`src/verilog/status_word_pkg.sv`:
```
// Package: status word bit positions, state codes and timing constants
package status_word_pkg;

  // Status word bit positions
  localparam int unsigned BIT_READY_ON    = 0;
  localparam int unsigned BIT_READY_OP    = 1;
  localparam int unsigned BIT_OP_ENABLED  = 2;
  localparam int unsigned BIT_FAULT       = 3;
  localparam int unsigned BIT_NO_COAST    = 4;
  localparam int unsigned BIT_NO_QUICK    = 5;
  localparam int unsigned BIT_ON_INHIBIT  = 6;
  localparam int unsigned BIT_WARNING     = 7;
  localparam int unsigned BIT_WIN_FOLLOW  = 8;
  localparam int unsigned BIT_PLC_CTRL    = 9;
  localparam int unsigned BIT_REACHED     = 10;
  localparam int unsigned BIT_HOME_VALID  = 11;
  localparam int unsigned BIT_TASK_ACK    = 12;
  localparam int unsigned BIT_STOPPED     = 13;
  localparam int unsigned CTRL_PLC_BIT    = 10;

  localparam logic [15:0] STATE_MASK      = 16'h0047;
  localparam logic [15:0] VAL_INHIBITED   = 16'h0040;
  localparam logic [15:0] VAL_READY       = 16'h0001;
  localparam logic [15:0] VAL_SWITCHED_ON = 16'h0003;
  localparam logic [15:0] STATUS_RESET    = 16'h0000;

  localparam int unsigned SPEED_W = 32;
  localparam int unsigned DELAY_W = 24;
  localparam int unsigned CLK_MHZ = 200;
  // Default band around zero for the stopped flag, in speed units
  localparam logic [SPEED_W-1:0] STOP_BAND_DEF = 32'h0000_0010;

  // Drive state codes, one-hot
  typedef enum logic [4:0] {
    ST_INHIBITED  = 5'b00001,
    ST_READY      = 5'b00010,
    ST_SWITCHED   = 5'b00100,
    ST_OPERATION  = 5'b01000,
    ST_FAULT      = 5'b10000
  } drive_state_t;

  typedef struct packed {
    logic signed [SPEED_W-1:0] actual;
    logic signed [SPEED_W-1:0] compare;
    logic        [SPEED_W-1:0] window;
    logic signed [SPEED_W-1:0] threshold;
    logic        [DELAY_W-1:0] delay_cycles;
  } speed_cfg_t;

  typedef struct packed {
    logic following_error;
    logic run_finished;
    logic in_target_window;
    logic homing_done;
    logic position_invalid;
    logic absolute_encoder;
    logic positioning_active;
    logic task_ack;
  } pos_flags_t;

endpackage

```
`src/verilog/drive_status_word_generator.sv`:
```
// Module: builds the cyclic 16-bit drive status word from drive conditions
//
// How it works
// In-window when actual speed lies within compare speed plus or minus width.
// Speed mode bit 8 sets only after in-window held for response delay.
// Leaving window clears bit 8 at once and restarts delay count.
// Speed mode bit 10 set when actual speed reaches or exceeds threshold.
// Bit 2 follows controller enabling.
// Bit 4 high unless coast stop requested.
// Bit 5 high unless quick stop requested.
// Bit 7 set on warning or limit switch setpoint inhibit.
// Positioning mode bit 8 set when no following error.
// Bit 9 mirrors control word bit 10.
// Positioning bit 10 set when run finished and inside target window.
// Positioning bit 11 set after homing, cleared if invalid or not homed.
// Absolute encoder reports home valid without homing.
// Positioning bit 13 set when near zero speed, no positioning, no quick stop.
// Bits 8, 10 to 13 change meaning with operating mode.
// Masked by 0047h, inhibited reads 0040h, ready reads 0001h.
// Masked by 0047h, switched on reads 0003h.
// Master ignores bits 4 and 5 when decoding state.
// Status word sits at a fixed telegram position for types 0 to 2.
// Master waits for requested state before next command.
// Unassigned bits 14 and 15 read zero.
`timescale 1ns/10ps

module drive_status_word_generator
  import status_word_pkg::*;
#(
  parameter logic [SPEED_W-1:0] STOP_BAND = STOP_BAND_DEF
) (
  input  wire logic                    clk,
  input  wire logic                    rstn,
  input  wire status_word_pkg::speed_cfg_t speed,
  input  wire status_word_pkg::pos_flags_t pos,
  input  wire status_word_pkg::drive_state_t drive_state,
  input  wire logic                    positioning_mode,
  input  wire logic [15:0]             control_word,
  input  wire logic                    controller_enabled,
  input  wire logic                    coast_stop_request,
  input  wire logic                    quick_stop_request,
  input  wire logic                    warning_active,
  input  wire logic                    limit_inhibit,
  output logic [15:0]                  drive_status_word
);
  import status_word_pkg::*;

  logic                 in_window;
  logic [DELAY_W-1:0]   delay_count;
  logic [DELAY_W-1:0]   next_delay_count;
  logic                 speed_ok;
  logic                 next_speed_ok;
  logic [15:0]          next_status;
  logic signed [SPEED_W:0] diff;
  logic                 near_zero;

  // Wide difference avoids overflow at speed extremes
  always_comb begin
    diff      = {speed.actual[SPEED_W-1], speed.actual} - {speed.compare[SPEED_W-1], speed.compare};
    in_window = (diff <= $signed({2'b00, speed.window[SPEED_W-2:0]}))
             && (diff >= -$signed({2'b00, speed.window[SPEED_W-2:0]}));
    near_zero = (speed.actual <= $signed(STOP_BAND)) && (speed.actual >= -$signed(STOP_BAND));
  end

  // Delay qualifier; a zero delay sets the flag on the first in-window sample
  always_comb begin
    next_delay_count = delay_count;
    next_speed_ok    = speed_ok;
    if (!in_window) begin
      next_delay_count = '0;
      next_speed_ok    = 1'b0;
    end else if (delay_count >= speed.delay_cycles) begin
      next_speed_ok    = 1'b1;
    end else begin
      next_delay_count = delay_count + 1'b1;
    end
  end

  always_ff @(posedge clk or negedge rstn) begin
    if (!rstn) begin
      delay_count <= '0;
      speed_ok    <= 1'b0;
    end else begin
      delay_count <= next_delay_count;
      speed_ok    <= next_speed_ok;
    end
  end

  always_comb begin
    next_status = STATUS_RESET;
    unique case (drive_state)
      ST_INHIBITED: next_status[BIT_ON_INHIBIT] = 1'b1;
      ST_READY:     next_status[BIT_READY_ON]   = 1'b1;
      ST_SWITCHED: begin
        next_status[BIT_READY_ON] = 1'b1;
        next_status[BIT_READY_OP] = 1'b1;
      end
      ST_OPERATION: begin
        next_status[BIT_READY_ON] = 1'b1;
        next_status[BIT_READY_OP] = 1'b1;
      end
      ST_FAULT: begin
        next_status[BIT_FAULT]      = 1'b1;
        next_status[BIT_ON_INHIBIT] = 1'b1;
      end
      default: next_status[BIT_ON_INHIBIT] = 1'b1;
    endcase
    // Operation bit comes from enabling itself, so the state masks stay as coded
    next_status[BIT_OP_ENABLED] = controller_enabled;
    next_status[BIT_NO_COAST]   = !coast_stop_request;
    next_status[BIT_NO_QUICK]   = !quick_stop_request;
    next_status[BIT_WARNING]    = warning_active || limit_inhibit;
    next_status[BIT_PLC_CTRL]   = control_word[CTRL_PLC_BIT];
    if (positioning_mode) begin
      next_status[BIT_WIN_FOLLOW] = !pos.following_error;
      next_status[BIT_REACHED]    = pos.run_finished && pos.in_target_window;
      next_status[BIT_HOME_VALID] = pos.absolute_encoder
                                 || (pos.homing_done && !pos.position_invalid);
      next_status[BIT_TASK_ACK]   = pos.task_ack;
      next_status[BIT_STOPPED]    = near_zero && !pos.positioning_active
                                 && !quick_stop_request;
    end else begin
      next_status[BIT_WIN_FOLLOW] = speed_ok && in_window;
      next_status[BIT_REACHED]    = speed.actual >= speed.threshold;
    end
  end

  // Registered word, held at a fixed position by the telegram builder
  always_ff @(posedge clk or negedge rstn) begin
    if (!rstn) begin
      drive_status_word <= STATUS_RESET;
    end else begin
      drive_status_word <= next_status;
    end
  end
endmodule // drive_status_word_generator

```
`config.mk`:
```
export PLATFORM = sky130hd
export DESIGN_NAME = drive_status_word_generator
export DESIGN_NICKNAME = d
export VERILOG_FILES = /design/src/verilog/status_word_pkg.sv /design/src/verilog/drive_status_word_generator.sv
export SDC_FILE = /design/constraint.sdc
export NUM_CORES = 1
export LEC_CHECK = 0
export BUFFER_PORTS_ARGS = -buffer_cell sky130_fd_sc_hd__buf_2
export CORE_ASPECT_RATIO = 0.7
export CORE_MARGIN = 3
export CORE_UTILIZATION = 55
export DETAILED_ROUTE_END_ITERATION = 6
export PLACE_DENSITY = 0.8
export SKIP_CTS_REPAIR_TIMING = 1
export SYNTH_ARGS = -nofsm -noshare
export SYNTH_HDL_FRONTEND = slang
export SYNTH_SLANG_ARGS = --single-unit
export TNS_END_PERCENT = 1
```
`constraint.sdc`:
```
create_clock -name clk -period 2.95 [get_ports clk]
set_input_delay 0.1475 -clock clk [delete_from_list [all_inputs] [get_ports clk]]
set_output_delay 0.1475 -clock clk [all_outputs]
set_load 0.01 [all_outputs]
```
### Word-level counts from Yosys, hierarchy flattened

Cells that the tools add are included.

| word-level totals | value |
|---|---|
| register bits | 39 |
| bits of input ports | 189 |
| output and inout bits | 16 |
| logic and storage cells | 45 |

| operators by class | value |
|---|---|
| add/subtract/negate cells | 3 |
| order comparisons | 6 |
| eq/ne operators | 6 |
| mux-type cells | 11 |
| reduce and logical (&&, ||, !) cells | 16 |

Operator list:

| kind | number |
|---|---|
| $mux 24 | 2 |
| $ge 33x33->1 | 1 |
| $le 33x32->1 | 1 |
| $neg 31->33 | 1 |
| $sub 32x32->33 | 1 |
| $ge 32x32->1 | 1 |
| $ge 32x5->1 const B | 1 |
| $le 32x6->1 const B | 1 |
| $add 24x1->24 const B | 1 |
| $ge 24x24->1 | 1 |
| $mux 1 | 8 |
| $logic_and 1x1->1 | 7 |
| $eq 5x2->1 const B | 1 |
| $eq 5x3->1 const B | 1 |
| $eq 5x4->1 const B | 1 |
| $eq 5x5->1 const B | 1 |
| $logic_not 1->1 | 5 |
| $mux 3 | 1 |
| $reduce_or 3->1 | 1 |
| $logic_or 1x1->1 | 2 |
| $ne 2x1->1 const B | 1 |
| $ne 2x2->1 const B | 1 |
| $reduce_or 2->1 | 1 |

### Longest topological paths before layout

Gate-level depths: netlist of the first run.

| depth | value |
|---|---|
| depth in word-level cells | 5 |
| mapped depth | 19 |
| mapped depth without buffers | 18 |

### Least setup slack after synthesis of the first run

Ideal clock, no wire load.

| path | value |
|---|---|
| path kind | in2reg |
| start point | input speed[120] (netlist name) |
| end point | register delay_count[21] |
| library setup time | 143 ps |
| arrival time | 4103 ps |
| setup slack | -1296 ps |
| stages on the path | 18 |
| path through | inv_1 -> ha_1 -> fa_1 -> nand2b_1 -> a211oi_1 -> o311a_1 -> or3_1 -> a31o_1 -> o41ai_1 -> xnor2_1 -> ha_1 -> a21oi_1 -> o221ai_1 -> a31o_2 -> a211o_1 -> o21bai_1 -> clkbuf_1 -> a211oi_1 |

| on the way | value |
|---|---|
| word-level cells in the longest chain between the ends | 4 |
| elaborated cells on any way between the ends | 6 |
| those cells by class | add/sub: 1; order compare: 2; eq/ne: 1; mux: 1; reduce/logical: 1 |

RTL lines:

| what | RTL line | source |
|---|---|---|
| start, declared | drive_status_word_generator.sv:34 | `input wire status_word_pkg::speed_cfg_t speed,` |
| $sub 32x32->33 * | drive_status_word_generator.sv:59 | `diff = {speed.actual[SPEED_W-1], speed.actual} - {speed.compare[SPEED_W-1], speed.compare};` |
| $le 33x32->1 / $ge 33x33->1 (equally long branches) | drive_status_word_generator.sv:60, drive_status_word_generator.sv:61 |  |
| $logic_and 1x1->1 * | drive_status_word_generator.sv:61 | `&& (diff >= -$signed({2'b00, speed.window[SPEED_W-2:0]}));` |
| $ne 2x2->1 (no line) / $mux 24 (equally long branches) | -- |  |
| end signal, assigned | drive_status_word_generator.sv:84 | `delay_count <= next_delay_count;` |
| end, declared | drive_status_word_generator.sv:49 | `logic [DELAY_W-1:0] delay_count;` |

Every way passes the cells marked *; elsewhere a longest branch is shown, timed or not.
A chain may end at the register's enable or synchronous reset.

### Final worst setup path of the first run

| path | value |
|---|---|
| start point | input speed[120] (netlist name) |
| end point | register delay_count[15] |

The elaborated chain is that of the path after synthesis.

==> results of run 1 <==
[cell usage after synthesis, drive strengths merged, types with 14 or more instances]
master / count / area, µm²
nand4: 49 / 307
ha: 153 / 1910
clkbuf: 16 / 60.1
nor3: 32 / 160
a211oi: 25 / 193
o21ai: 56 / 280
a21oi: 71 / 359
dfrtp: 39 / 976
nand2: 56 / 210
or3: 14 / 87.6
a21o: 20 / 150
nand3: 24 / 120
nor2: 57 / 214
nor4: 29 / 194
xnor2: 61 / 534
inv: 141 / 529
o211ai: 14 / 110
[cell type report]
| cell class | count | area [µm²] |
|---|---|---|
| Inverter | 141 | 532 |
| Antenna cell | 1 | 2.50 |
| Clock buffer | 6 | 129 |
| Fill cell | 952 | 2800 |
| Sequential cell | 39 | 976 |
| Multi-Input combinational cell | 795 | 6060 |
| Tap cell | 185 | 231 |
| Clock inverter | 2 | 60.1 |
| Timing Repair Buffer | 388 | 2480 |
[routing by layer]
layer	vias to the layer above	part of all wire
li1	4392	-
met2	596	0.41
met5	-	0
met3	78	0.12
met4	0	0.021
met1	4091	0.45
[worst max-delay path by stage]
stage / start / to / slack (ps) / cells after the start
floorplan: speed[120] / delay_count[10] / -740 / 18
global placement: speed[120] / delay_count[9] / -970 / 19
detailed placement: speed[120] / delay_count[13] / -1100 / 19
CTS: speed[120] / delay_count[13] / -850 / 19
global route: speed[94] / delay_count[14] / -950 / 20
finish: speed[120] / delay_count[15] / -780 / 19
[registers in the layout, indices dropped and copies added (netlist names)]
signal and count:
drive_status_word 14, delay_count 24, speed_ok 1
[metrics by stage]
stage / total power (W) / setup TNS [ps] / cells / util
floorplan: 0.00163 / -18470 / 1000 / -
finish: 0.00327 / -19640 / 1557 / 0.789
global route: 0.00348 / -23250 / 1557 / 0.789
detailed placement: 0.00244 / -27510 / 1544 / 0.765
CTS: 0.00316 / -21030 / 1552 / 0.779
global placement: 0.00236 / -24160 / 1544 / 0.765
[report_power, final]
group | internal [W] | leakage (nW) | switching (W)
Combinational | 0.000916 | 4.82 | 0.00107
Clock | 0.000485 | 0.0911 | 0.000229
Sequential | 0.000555 | 0.520 | 0.0000165
[critical path, stage by stage]
cell,delay (ps)
sky130_fd_sc_hd__buf_6,100
sky130_fd_sc_hd__inv_4,60
sky130_fd_sc_hd__ha_4,140
sky130_fd_sc_hd__fa_2,210
sky130_fd_sc_hd__nand2b_4,140
sky130_fd_sc_hd__a211oi_4,70
sky130_fd_sc_hd__o311a_1,320
sky130_fd_sc_hd__or3_4,420
sky130_fd_sc_hd__a31o_1,210
sky130_fd_sc_hd__o41ai_2,310
sky130_fd_sc_hd__xnor2_1,210
sky130_fd_sc_hd__ha_1,310
sky130_fd_sc_hd__a21oi_1,140
sky130_fd_sc_hd__o221ai_1,150
sky130_fd_sc_hd__a31o_2,250
sky130_fd_sc_hd__a211o_1,260
sky130_fd_sc_hd__o21bai_4,190
sky130_fd_sc_hd__buf_8,190
sky130_fd_sc_hd__a211oi_1,70
[logic make-up after synthesis]
family | after synthesis
buffers and inverters | 166
XOR/XNOR | 71
flip-flops | 39
other | 1
multiplexers | 1
adder cells (fa/ha/maj) | 154
AO/OA/AOI/OAI | 253
AND/OR/NAND/NOR | 314
==> report_table.html, run 1 <==
<table>
<tr><th>Metric</th><th>Value</th></tr>
<tr><th colspan="2">Run status</th></tr>
<tr><td>Outcome</td><td>complete, but fails checks</td></tr>
<tr><td>Violated checks</td><td>negative hold slack, negative setup slack</td></tr>
<tr><th colspan="2">Die</th></tr>
<tr><td>Floorplan die width</td><td>146 µm</td></tr>
<tr><td>Number of placement rows</td><td>35</td></tr>
<tr><td>Area of the die</td><td>roughly 15000 µm²</td></tr>
<tr><td>Top-level port count</td><td>around 210</td></tr>
<tr><td>Area of the core region</td><td>around 13000 µm²</td></tr>
<tr><td>Starting Density</td><td>0.567</td></tr>
<tr><td>Die height</td><td>104 µm</td></tr>
<tr><th colspan="2">Logic synthesis</th></tr>
<tr><td>Synthesized area divided by synthesized cell count</td><td>around 7.5 µm²</td></tr>
<tr><td>Number of unique standard cell types used by synthesis</td><td>between 70 and 80</td></tr>
<tr><td>Post-synthesis cell area</td><td>about 7500 µm²</td></tr>
<tr><td>Main synth FF type</td><td>sky130_fd_sc_hd__dfrtp_1</td></tr>
<tr><td>Number of standard cells after synthesis</td><td>roughly 1000</td></tr>
<tr><td>Synthesized-area fraction occupied by adder cells</td><td>0.257</td></tr>
<tr><td>Xor-xnor portion of the synthesized cell area</td><td>0.0827</td></tr>
<tr><td>Async set-or-reset flop fraction in the synthesized netlist</td><td>1.00</td></tr>
<tr><td>Mux cell area share after synthesis</td><td>0.00133</td></tr>
<tr><td>Compound-gate portion of the synthesized area</td><td>0.223</td></tr>
<tr><td>Main combinational cell family by area after synthesis</td><td>adder cells</td></tr>
<tr><td>Number of flops mapped to enable cells by yosys</td><td>0</td></tr>
<tr><td>Seq/Total Area, Yosys</td><td>0.130</td></tr>
<tr><td>Simple-gate share of the synthesized area</td><td>0.221</td></tr>
<tr><td>Number of storage elements in the synthesis netlist</td><td>39</td></tr>
<tr><td>Count of yosys warnings during synthesis</td><td>0</td></tr>
<tr><th colspan="2">Placed design</th></tr>
<tr><td>Estimated wirelength of the detail-placed design</td><td>~22000 µm</td></tr>
<tr><td>Standard cell area after detailed placement</td><td>roughly 10000 µm²</td></tr>
<tr><td>GP Congestion</td><td>0.998</td></tr>
<tr><td>Setup WS pre-CTS</td><td>-1100 ps</td></tr>
<tr><td>Count of buffers from port buffering</td><td>186</td></tr>
<tr><th colspan="2">CTS</th></tr>
<tr><td>Clock transition at path regs</td><td>60 ps</td></tr>
<tr><td>Clock buffers created by TritonCTS</td><td>5</td></tr>
<tr><td>Clock latency at the later pin of the worst-skew pair</td><td>300 ps</td></tr>
<tr><td>Number of levels the H-tree was split into</td><td>2</td></tr>
<tr><td>Root cell of the clock tree</td><td>sky130_fd_sc_hd__clkbuf_16</td></tr>
<tr><td>Clock sink count</td><td>39</td></tr>
<tr><td>CTS max path bufs</td><td>2</td></tr>
<tr><td>Clock tree from TritonCTS</td><td>built</td></tr>
<tr><th colspan="2">Timing</th></tr>
<tr><td>Final Hold Vio Count</td><td>37</td></tr>
<tr><td>Hold WS</td><td>-26.8 ps</td></tr>
<tr><td>Largest clock skew in the final design</td><td>around 10 ps</td></tr>
<tr><td>Maximum clock frequency</td><td>268 MHz</td></tr>
<tr><td>Worst Setup Slack, final</td><td>-782 ps</td></tr>
<tr><td>Worst relative slew slack</td><td>0.408</td></tr>
<tr><td>Slew @ Worst Pin</td><td>between 800 and 900 ps</td></tr>
<tr><td>Setup repair after global routing missed its margin</td><td>true</td></tr>
<tr><td>Final critical-path required period</td><td>3730 ps</td></tr>
<tr><td>Total count of max-transition violations in the final report</td><td>0</td></tr>
<tr><td>Period Utilization, post-route</td><td>1.27</td></tr>
<tr><td>Final setup violation count</td><td>26</td></tr>
<tr><th colspan="2">GRT</th></tr>
<tr><td>Number of antenna violations at the first check in global routing</td><td>1</td></tr>
<tr><td>Global routing met2 resource utilization</td><td>0.506</td></tr>
<tr><td>First-pass GRT wire length</td><td>between 40000 and 50000 µm</td></tr>
<tr><td>Overall routing resource usage</td><td>0.340</td></tr>
<tr><td>Met3 usage in global routing</td><td>0.0726</td></tr>
<tr><td>Via count of the first global-routing pass</td><td>approximately 9000</td></tr>
<tr><td>Pin count of the biggest net entering global routing</td><td>40</td></tr>
<tr><td>Global route total overflow</td><td>0</td></tr>
<tr><td>GR peak layer</td><td>met2</td></tr>
<tr><td>Met1 capacity usage during global routing</td><td>0.505</td></tr>
<tr><th colspan="2">Cells and area</th></tr>
<tr><td>Most frequent standard cell in the layout excluding fill and tap cells</td><td>sky130_fd_sc_hd__buf_4</td></tr>
<tr><td>Fraction of final layout cells with drive strength greater than 1</td><td>0.317</td></tr>
<tr><td>Commonest cells after routing, fill and taps aside</td><td>sky130_fd_sc_hd__buf_4 (196), sky130_fd_sc_hd__buf_2 (185), sky130_fd_sc_hd__ha_1 (151), sky130_fd_sc_hd__inv_1 (140), sky130_fd_sc_hd__a21oi_1 (70)</td></tr>
<tr><td>P&amp;R area growth vs syn</td><td>39.3%</td></tr>
<tr><td>Cell area after layout</td><td>10500 µm²</td></tr>
<tr><td>Final #Nets</td><td>1713</td></tr>
<tr><th colspan="2">Worst setup path</th></tr>
<tr><td>Origin of the critical flop-to-flop path</td><td>delay_count[0]</td></tr>
<tr><td>Number of cells traversed by the worst register-to-register path</td><td>9</td></tr>
<tr><td>Crit path kind</td><td>input pin to flop</td></tr>
<tr><td>Endpoint of the most critical register-to-register path</td><td>delay_count[14]</td></tr>
<tr><td>Critical Path Source Type</td><td>input pin</td></tr>
<tr><td>Data arrival time of the critical path</td><td>3890 ps</td></tr>
<tr><td>Critical path required time</td><td>~3100 ps</td></tr>
<tr><td>Category of the worst setup path capture point</td><td>flop</td></tr>
<tr><td>Slack of the worst reg-to-reg path</td><td>50 ps</td></tr>
<tr><td>Largest fanout of any net on the critical path</td><td>14</td></tr>
<tr><th colspan="2">Power</th></tr>
<tr><td>Worst IR drop on VDD</td><td>between 0.0002 and 0.0003 V</td></tr>
<tr><td>Leak pwr</td><td>5.43 nW</td></tr>
<tr><td>Ratio of total power to cell area</td><td>about 310 nW/µm²</td></tr>
<tr><th colspan="2">Route</th></tr>
<tr><td>Wirelength per Cell</td><td>17.2 µm</td></tr>
<tr><td>DRC</td><td>0</td></tr>
<tr><td>Pre-Repair DR Iteration Count</td><td>6</td></tr>
<tr><td>Detail Route Antenna Nets</td><td>0</td></tr>
<tr><td>Overall via count from detail_route</td><td>9157</td></tr>
<tr><td>Initial drt markers</td><td>1062</td></tr>
<tr><td>Aggregate routed wire length</td><td>around 27000 µm</td></tr>
<tr><td>Routed via count divided by cell count</td><td>roughly 6</td></tr>
<tr><th colspan="2">Flow run</th></tr>
<tr><td>Reported max-cap violation count</td><td>0</td></tr>
<tr><th colspan="2">Hold path</th></tr>
<tr><td>Hold WC Path Type</td><td>input pin to asynchronous set/reset pin</td></tr>
</table>
(Power assumes the default switching activity.)
==> run 2, diff against run 1 <==
--- a/config.mk
+++ b/config.mk
@@ -6,6 +6,7 @@
 export NUM_CORES = 1
 export LEC_CHECK = 0
 export BUFFER_PORTS_ARGS = -buffer_cell sky130_fd_sc_hd__buf_2
+export CAP_MARGIN = 20
 export CORE_ASPECT_RATIO = 0.7
 export CORE_MARGIN = 3
 export CORE_UTILIZATION = 55
==> constraint.sdc (replaced) <==
create_clock -name clk -period 3.8 [get_ports clk]
set_input_delay 0.19 -clock clk [delete_from_list [all_inputs] [get_ports clk]]
set_output_delay 0.19 -clock clk [all_outputs]
set_load 0.01 [all_outputs]
==> run 2 against run 1 <==
Against the previous run:
- the flow now finishes without violations
- hold slack better by 30 ps
- critical path depth is 2 lower
- flip-flop and latch count did not move
- worst setup slack improved by 800 ps
- utilization decreased by 6.6 points
- cell area shrank 8.3%
- combinational power down 29%
- die area is the same
- non-clock buffer count down 108
- register-to-register slack better by 730 ps
- wire length is 9.0% lower
==> report_table.html, run 2 (same netlist as run 1, synthesis figures left out) <==
<table>
<tr><th>Metric</th><th>Value</th></tr>
<tr><th colspan="2">Die</th></tr>
<tr><td>Area of the core region</td><td>roughly 13000 µm²</td></tr>
<tr><td>Area of the die</td><td>~15000 µm²</td></tr>
<tr><td>Die height</td><td>roughly 100 µm</td></tr>
<tr><td>Number of placement rows</td><td>35</td></tr>
<tr><td>Floorplan die width</td><td>146 µm</td></tr>
<tr><td>Top-level port count</td><td>205</td></tr>
<tr><td>Starting Density</td><td>0.567</td></tr>
<tr><th colspan="2">Timing</th></tr>
<tr><td>Final Hold Vio Count</td><td>0</td></tr>
<tr><td>Setup_tns</td><td>0 ps</td></tr>
<tr><td>Worst relative slew slack</td><td>0.429</td></tr>
<tr><td>Maximum clock frequency</td><td>~260 MHz</td></tr>
<tr><td>Largest clock skew in the final design</td><td>between 6 and 7 ps</td></tr>
<tr><td>Final critical-path required period</td><td>roughly 3800 ps</td></tr>
<tr><td>Setup repair after global routing missed its margin</td><td>true</td></tr>
<tr><td>Hold WS</td><td>~3 ps</td></tr>
<tr><td>Slew @ Worst Pin</td><td>around 860 ps</td></tr>
<tr><td>Total count of max-transition violations in the final report</td><td>0</td></tr>
<tr><td>Final setup violation count</td><td>0</td></tr>
<tr><td>Period Utilization, post-route</td><td>0.996</td></tr>
<tr><th colspan="2">GRT</th></tr>
<tr><td>Overall routing resource usage</td><td>0.301</td></tr>
<tr><td>Via count of the first global-routing pass</td><td>between 7000 and 8000</td></tr>
<tr><td>First-pass GRT wire length</td><td>about 38000 µm</td></tr>
<tr><td>Global route total overflow</td><td>0</td></tr>
<tr><td>Number of antenna violations at the first check in global routing</td><td>0</td></tr>
<tr><td>Pin count of the biggest net entering global routing</td><td>40</td></tr>
<tr><th colspan="2">CTS</th></tr>
<tr><td>Clock latency at the later pin of the worst-skew pair</td><td>about 290 ps</td></tr>
<tr><td>Root cell of the clock tree</td><td>sky130_fd_sc_hd__clkbuf_16</td></tr>
<tr><td>Clock sink count</td><td>39</td></tr>
<tr><td>Clock transition at path regs</td><td>about 60 ps</td></tr>
<tr><td>CTS max path bufs</td><td>2</td></tr>
<tr><td>Clock buffers created by TritonCTS</td><td>5</td></tr>
<tr><td>Clock tree from TritonCTS</td><td>built</td></tr>
<tr><td>Number of levels the H-tree was split into</td><td>2</td></tr>
<tr><th colspan="2">Worst setup path</th></tr>
<tr><td>Crit path kind</td><td>input pin to flop</td></tr>
<tr><td>Data arrival time of the critical path</td><td>between 3000 and 4000 ps</td></tr>
<tr><td>Category of the worst setup path capture point</td><td>flop</td></tr>
<tr><td>Largest fanout of any net on the critical path</td><td>26</td></tr>
<tr><td>Critical Path Source Type</td><td>input pin</td></tr>
<tr><td>Critical path required time</td><td>about 4000 ps</td></tr>
<tr><th colspan="2">Cells and area</th></tr>
<tr><td>Post-layout instance count excluding filler cells</td><td>between 1000 and 1500</td></tr>
<tr><td>Registers with the highest flip-flop counts</td><td>delay_count: 24 flops, drive_status_word: 14 flops, speed_ok: 1 flops</td></tr>
<tr><td>P&amp;R area growth vs syn</td><td>27.7%</td></tr>
<tr><td>Most flops, register</td><td>delay_count</td></tr>
<tr><td>Fraction of final layout cells with drive strength greater than 1</td><td>0.262</td></tr>
<tr><td>Most frequent standard cell in the layout excluding fill and tap cells</td><td>sky130_fd_sc_hd__buf_2</td></tr>
<tr><td>Commonest cells after routing, fill and taps aside</td><td>sky130_fd_sc_hd__buf_2 (185), sky130_fd_sc_hd__ha_1 (152), sky130_fd_sc_hd__inv_1 (140), sky130_fd_sc_hd__buf_4 (91), sky130_fd_sc_hd__a21oi_1 (65)</td></tr>
<tr><td>Cell area after layout</td><td>9600 µm²</td></tr>
<tr><td>Final #Nets</td><td>between 1500 and 2000</td></tr>
<tr><td>Antenna fix cells</td><td>0</td></tr>
<tr><td>Layout filler cell count</td><td>roughly 1100</td></tr>
<tr><td>Max reg flops</td><td>24</td></tr>
<tr><th colspan="2">Power</th></tr>
<tr><td>Total power draw</td><td>between 0.002 and 0.0025 W</td></tr>
<tr><td>Ratio of total power to cell area</td><td>~240 nW/µm²</td></tr>
<tr><td>Worst IR drop on VDD</td><td>0.000191 V</td></tr>
<tr><td>Leak pwr</td><td>between 4 and 5 nW</td></tr>
<tr><th colspan="2">Placed design</th></tr>
<tr><td>Placed cells</td><td>between 1000 and 1500</td></tr>
<tr><td>Estimated wirelength of the detail-placed design</td><td>20400 µm</td></tr>
<tr><td>GP Congestion</td><td>approximately 1.0</td></tr>
<tr><td>Standard cell area after detailed placement</td><td>between 9000 and 10000 µm²</td></tr>
<tr><td>Count of buffers from port buffering</td><td>about 190</td></tr>
<tr><th colspan="2">Hold path</th></tr>
<tr><td>Hold WC Path Type</td><td>input pin to asynchronous set/reset pin</td></tr>
<tr><th colspan="2">Route</th></tr>
<tr><td>Initial drt markers</td><td>a little under 900</td></tr>
<tr><td>Wirelength per Cell</td><td>around 17 µm</td></tr>
<tr><td>Pre-Repair DR Iteration Count</td><td>7</td></tr>
<tr><td>Routed via count divided by cell count</td><td>just under 6</td></tr>
<tr><td>Aggregate routed wire length</td><td>between 20000 and 25000 µm</td></tr>
<tr><td>Detail Route Antenna Nets</td><td>0</td></tr>
<tr><td>DRC</td><td>0</td></tr>
<tr><td>Overall via count from detail_route</td><td>between 8000 and 9000</td></tr>
<tr><th colspan="2">Run status</th></tr>
<tr><td>Outcome</td><td>complete, no violations</td></tr>
<tr><th colspan="2">Flow run</th></tr>
<tr><td>Reported max-cap violation count</td><td>0</td></tr>
</table>
-- run 2: stage by stage --
stage,util,setup WS [ps]
finish,0.723,16.3
global route,0.723,-203
CTS,0.713,-187
detailed placement,0.702,-458
global placement,0.702,-241
floorplan,-,-3.83
-- run 2: power breakdown --
group	total [W]	leakage (nW)	internal, W	switching (W)
logic	0.00142	4.29	0.000624	0.000791
registers	0.000451	0.520	0.000431	0.0000195
clock network	0.000411	0.0658	0.000242	0.000169
total	0.00228	4.88	0.00130	0.000980
-- run 2: worst paths after layout --
| kind | slack, ps | startpoint | cells after the start | end |
|---|---|---|---|---|
| min | 3 | rstn | 1 | delay_count[12] |
| max reg2reg | 780 | delay_count[0] | 9 | delay_count[18] |
| min reg2reg | 570 | delay_count[23] | 2 | delay_count[23] |
| max | 20 | speed[122] | 17 | delay_count[1] |
| min in group clk | 10 | control_word[10] | 1 | drive_status_word[9] |
| max in group asynchronous | 3240 | rstn | 1 | drive_status_word[10] |
-- run 2: layout make-up --
type                    instances  area, µm²  share of cell area
inverters                     141        532              0.0554
multi-input cells             795       6050               0.630
repair buffers                280       1670               0.174
flip-flops and latches         39        976               0.102
well taps                     185        231              0.0241
clock inverters                 3       20.0             0.00209
clock buffers                   5        125              0.0130
-- run 2: routing by layer --
layer / vias up / track usage / part of all wire
li1: 4167 / - / -
met1: 3871 / 0.478 / 0.47
met2: 536 / 0.430 / 0.40
met3: 26 / 0.0555 / 0.12
met4: 0 / 0.0339 / 0.0099
met5: - / 0 / 0
-- run 2: critical path, stage by stage --
cell and delay [ps]:
sky130_fd_sc_hd__buf_2 120, sky130_fd_sc_hd__ha_1 230, sky130_fd_sc_hd__nor2_1 270, sky130_fd_sc_hd__a211oi_4 120
sky130_fd_sc_hd__o311a_1 340, sky130_fd_sc_hd__or3_4 420, sky130_fd_sc_hd__a311oi_1 220, sky130_fd_sc_hd__o21bai_1 110
sky130_fd_sc_hd__xor2_1 180, sky130_fd_sc_hd__ha_1 330, sky130_fd_sc_hd__nand4_1 130, sky130_fd_sc_hd__or3_4 360
sky130_fd_sc_hd__nand2b_1 160, sky130_fd_sc_hd__o22ai_2 150, sky130_fd_sc_hd__o211ai_2 130, sky130_fd_sc_hd__buf_12 190
sky130_fd_sc_hd__a221oi_1 300
==> run 3, diff against run 2 <==
--- a/config.mk
+++ b/config.mk
@@ -7,7 +7,7 @@
 export LEC_CHECK = 0
 export BUFFER_PORTS_ARGS = -buffer_cell sky130_fd_sc_hd__buf_2
 export CAP_MARGIN = 20
-export CORE_ASPECT_RATIO = 0.7
+export CORE_ASPECT_RATIO = 1.2
 export CORE_MARGIN = 3
 export CORE_UTILIZATION = 55
 export DETAILED_ROUTE_END_ITERATION = 6
==> run 3 against run 2 <==
Against the previous run:
- hold slack improved by 13 ps
- clock power fell by 2%
- clock-buffer cell count rose by 1
- global-route usage rose by 0.069 points
- sequential power barely moved
- die area fell by 0.11%
- cell area fell by 1.4%
- the flow now finishes with violations (negative setup slack)
- clock skew barely moved
- fmax fell by 1.7%
- critical endpoint is now drive_status_word[8]
- non-clock buffer count fell by 2
==> report_table.html, run 3 (same netlist as run 1, synthesis figures left out) <==
<table>
<tr><th>Metric</th><th>Value</th></tr>
<tr><th colspan="2">Cells and area</th></tr>
<tr><td>Most frequent standard cell in the layout excluding fill and tap cells</td><td>sky130_fd_sc_hd__buf_2</td></tr>
<tr><td>Registers with the highest flip-flop counts</td><td>delay_count: 24 flops, drive_status_word: 14 flops, speed_ok: 1 flops</td></tr>
<tr><td>Post-Route Utilization</td><td>0.712</td></tr>
<tr><td>Final #Nets</td><td>~1600</td></tr>
<tr><td>Fraction of final layout cells with drive strength greater than 1</td><td>0.248</td></tr>
<tr><td>Most flops, register</td><td>delay_count</td></tr>
<tr><td>P&amp;R area growth vs syn</td><td>25.9%</td></tr>
<tr><td>Max reg flops</td><td>24</td></tr>
<tr><td>Commonest cells after routing, fill and taps aside</td><td>sky130_fd_sc_hd__buf_2 (186), sky130_fd_sc_hd__ha_1 (152), sky130_fd_sc_hd__inv_1 (141), sky130_fd_sc_hd__buf_4 (90), sky130_fd_sc_hd__a21oi_1 (70)</td></tr>
<tr><th colspan="2">Hold path</th></tr>
<tr><td>Hold WC Path Type</td><td>input pin to asynchronous set/reset pin</td></tr>
<tr><th colspan="2">Timing</th></tr>
<tr><td>Worst relative slew slack</td><td>0.422</td></tr>
<tr><td>Final Hold Vio Count</td><td>0</td></tr>
<tr><td>Total count of max-transition violations in the final report</td><td>0</td></tr>
<tr><td>Final setup violation count</td><td>23</td></tr>
<tr><td>Maximum clock frequency</td><td>260 MHz</td></tr>
<tr><td>Slew @ Worst Pin</td><td>867 ps</td></tr>
<tr><td>Worst Setup Slack, final</td><td>-49.0 ps</td></tr>
<tr><td>Hold WS</td><td>between 15 and 20 ps</td></tr>
<tr><td>Largest clock skew in the final design</td><td>~6.1 ps</td></tr>
<tr><td>Setup repair after global routing missed its margin</td><td>true</td></tr>
<tr><td>Final critical-path required period</td><td>slightly below 4000 ps</td></tr>
<tr><td>Period Utilization, post-route</td><td>1.01</td></tr>
<tr><th colspan="2">Die</th></tr>
<tr><td>Area of the core region</td><td>between 10000 and 15000 µm²</td></tr>
<tr><td>Number of placement rows</td><td>46</td></tr>
<tr><td>Floorplan die width</td><td>113 µm</td></tr>
<tr><td>Area of the die</td><td>between 15000 and 20000 µm²</td></tr>
<tr><td>Top-level port count</td><td>approximately 210</td></tr>
<tr><td>Starting Density</td><td>0.565</td></tr>
<tr><td>Die height</td><td>roughly 130 µm</td></tr>
<tr><th colspan="2">Worst setup path</th></tr>
<tr><td>Cells along the critical path</td><td>buf_2 &gt; inv_1 &gt; ha_2 &gt; fa_2 &gt; nand2b_4 &gt; a211oi_2 &gt; o311a_1 &gt; or3_4 &gt; a311oi_1 &gt; o21bai_1 &gt; xor2_1 &gt; ha_1 &gt; nand4_1 &gt; or3_1 &gt; nand2b_1 &gt; o22ai_1 &gt; o211ai_2 &gt; buf_12 &gt; o31ai_1</td></tr>
<tr><td>Origin of the critical flop-to-flop path</td><td>delay_count[0]</td></tr>
<tr><td>Crit path to</td><td>drive_status_word[8]</td></tr>
<tr><td>Endpoint of the most critical register-to-register path</td><td>delay_count[17]</td></tr>
<tr><td>Total number of cells along the worst setup path</td><td>19</td></tr>
<tr><td>Number of cells traversed by the worst register-to-register path</td><td>9</td></tr>
<tr><td>CP bufs+invs</td><td>3</td></tr>
<tr><td>Crit path kind</td><td>input pin to flop</td></tr>
<tr><td>Cell class contributing the biggest share of worst-path delay</td><td>compound AO/OA/AOI/OAI gates</td></tr>
<tr><td>Critical path required time</td><td>between 3000 and 4000 ps</td></tr>
<tr><td>Category of the worst setup path capture point</td><td>flop</td></tr>
<tr><td>Critical Path Source Type</td><td>input pin</td></tr>
<tr><td>Data arrival time of the critical path</td><td>about 4000 ps</td></tr>
<tr><td>Largest fanout of any net on the critical path</td><td>26</td></tr>
<tr><td>Critical path startpoint</td><td>speed[120]</td></tr>
<tr><td>Stage delay of the slowest cell on the critical path</td><td>420 ps</td></tr>
<tr><td>Slack of the worst reg-to-reg path</td><td>about 810 ps</td></tr>
<tr><td>Slowest cell on the critical path</td><td>sky130_fd_sc_hd__or3_4</td></tr>
<tr><th colspan="2">Placed design</th></tr>
<tr><td>GP Congestion</td><td>approximately 1.0</td></tr>
<tr><td>Count of buffers from port buffering</td><td>about 190</td></tr>
<tr><td>Estimated wirelength of the detail-placed design</td><td>20000 µm</td></tr>
<tr><th colspan="2">Route</th></tr>
<tr><td>Initial drt markers</td><td>450</td></tr>
<tr><td>DRC</td><td>0</td></tr>
<tr><td>Overall via count from detail_route</td><td>~8400</td></tr>
<tr><td>Wirelength per Cell</td><td>around 16 µm</td></tr>
<tr><td>Pre-Repair DR Iteration Count</td><td>4</td></tr>
<tr><td>Aggregate routed wire length</td><td>between 20000 and 25000 µm</td></tr>
<tr><td>Detail Route Antenna Nets</td><td>0</td></tr>
<tr><td>Routed via count divided by cell count</td><td>a little under 6</td></tr>
<tr><th colspan="2">CTS</th></tr>
<tr><td>Clock latency at the later pin of the worst-skew pair</td><td>~280 ps</td></tr>
<tr><td>Clock tree from TritonCTS</td><td>built</td></tr>
<tr><td>CTS max path bufs</td><td>2</td></tr>
<tr><td>Clock transition at path regs</td><td>60 ps</td></tr>
<tr><td>Root cell of the clock tree</td><td>sky130_fd_sc_hd__clkbuf_16</td></tr>
<tr><td>Clock buffers created by TritonCTS</td><td>5</td></tr>
<tr><td>Number of levels the H-tree was split into</td><td>2</td></tr>
<tr><td>Clock sink count</td><td>39</td></tr>
<tr><th colspan="2">GRT</th></tr>
<tr><td>Pin count of the biggest net entering global routing</td><td>40</td></tr>
<tr><td>Global route total overflow</td><td>0</td></tr>
<tr><td>Number of antenna violations at the first check in global routing</td><td>1</td></tr>
<tr><td>Via count of the first global-routing pass</td><td>a little over 8000</td></tr>
<tr><td>First-pass GRT wire length</td><td>between 30000 and 40000 µm</td></tr>
<tr><td>Overall routing resource usage</td><td>0.302</td></tr>
<tr><th colspan="2">Power</th></tr>
<tr><td>Ratio of total power to cell area</td><td>roughly 230 nW/µm²</td></tr>
<tr><td>Leak pwr</td><td>~5 nW</td></tr>
<tr><td>Worst IR drop on VDD</td><td>about 0.00018 V</td></tr>
<tr><th colspan="2">Flow run</th></tr>
<tr><td>Reported max-cap violation count</td><td>0</td></tr>
<tr><th colspan="2">Run status</th></tr>
<tr><td>Outcome</td><td>complete, but fails checks</td></tr>
<tr><td>Violated checks</td><td>negative setup slack</td></tr>
</table>
[run 3: cell count changes in the layout (fill, tap and decap cells not counted), sizes merged]
cell,delta
diode,+1
clkbuf,+1
buf,-2
clkinvlp,-1
[run 3: how the worst min path moves through the flow]
stage	from	end	slack, ps
floorplan	rstn	delay_count[0]	-110
global placement	controller_enabled	drive_status_word[2]	300
detailed placement	control_word[10]	drive_status_word[9]	300
CTS	control_word[10]	drive_status_word[9]	10
global route	control_word[10]	drive_status_word[9]	10
finish	rstn	delay_count[3]	20
[run 3: layout make-up]
type / count / area, µm²
multi-input combinational: 795 / 5960
fill: 1116 / 3830
timing repair buffer: 278 / 1650
sequential: 39 / 976
inverter: 141 / 529
tap: 168 / 210
clock buffer: 6 / 129
clock inverter: 2 / 12.5
antenna: 1 / 2.50
[run 3: per-stage QoR]
stage / power (W) / worst slack, ps / std cells / TNS (ps) / area, µm²
3_3_place_gp: 0.00173 / -231 / 1421 / -5720 / 9310
5_1_grt: 0.00237 / -264 / 1429 / -6420 / 9460
4_1_cts: 0.00217 / -96.3 / 1429 / -713 / 9450
6_report: 0.00219 / -49.0 / 1430 / -290 / 9460
2_1_floorplan: 0.00126 / -3.83 / 1000 / -54.9 / 7590
3_5_place_dp: 0.00177 / -373 / 1421 / -8200 / 9310
[run 3: metal layers]
| metal | vias up | global-route usage | wire length [µm] |
|---|---|---|---|
| li1 | 4172 | - | - |
| met1 | 3861 | 0.371 | 9580 |
| met2 | 338 | 0.545 | 11600 |
| met3 | 46 | 0.0483 | 1690 |
| met4 | 2 | 0.0775 | 561 |
| met5 | - | 0 | 11 |
[run 3: report_power, final]
group,switching (W),internal [W],leakage (nW)
clock,0.000159,0.000242,0.0669
sequential,0.0000208,0.000431,0.520
combinational,0.000733,0.000601,4.27
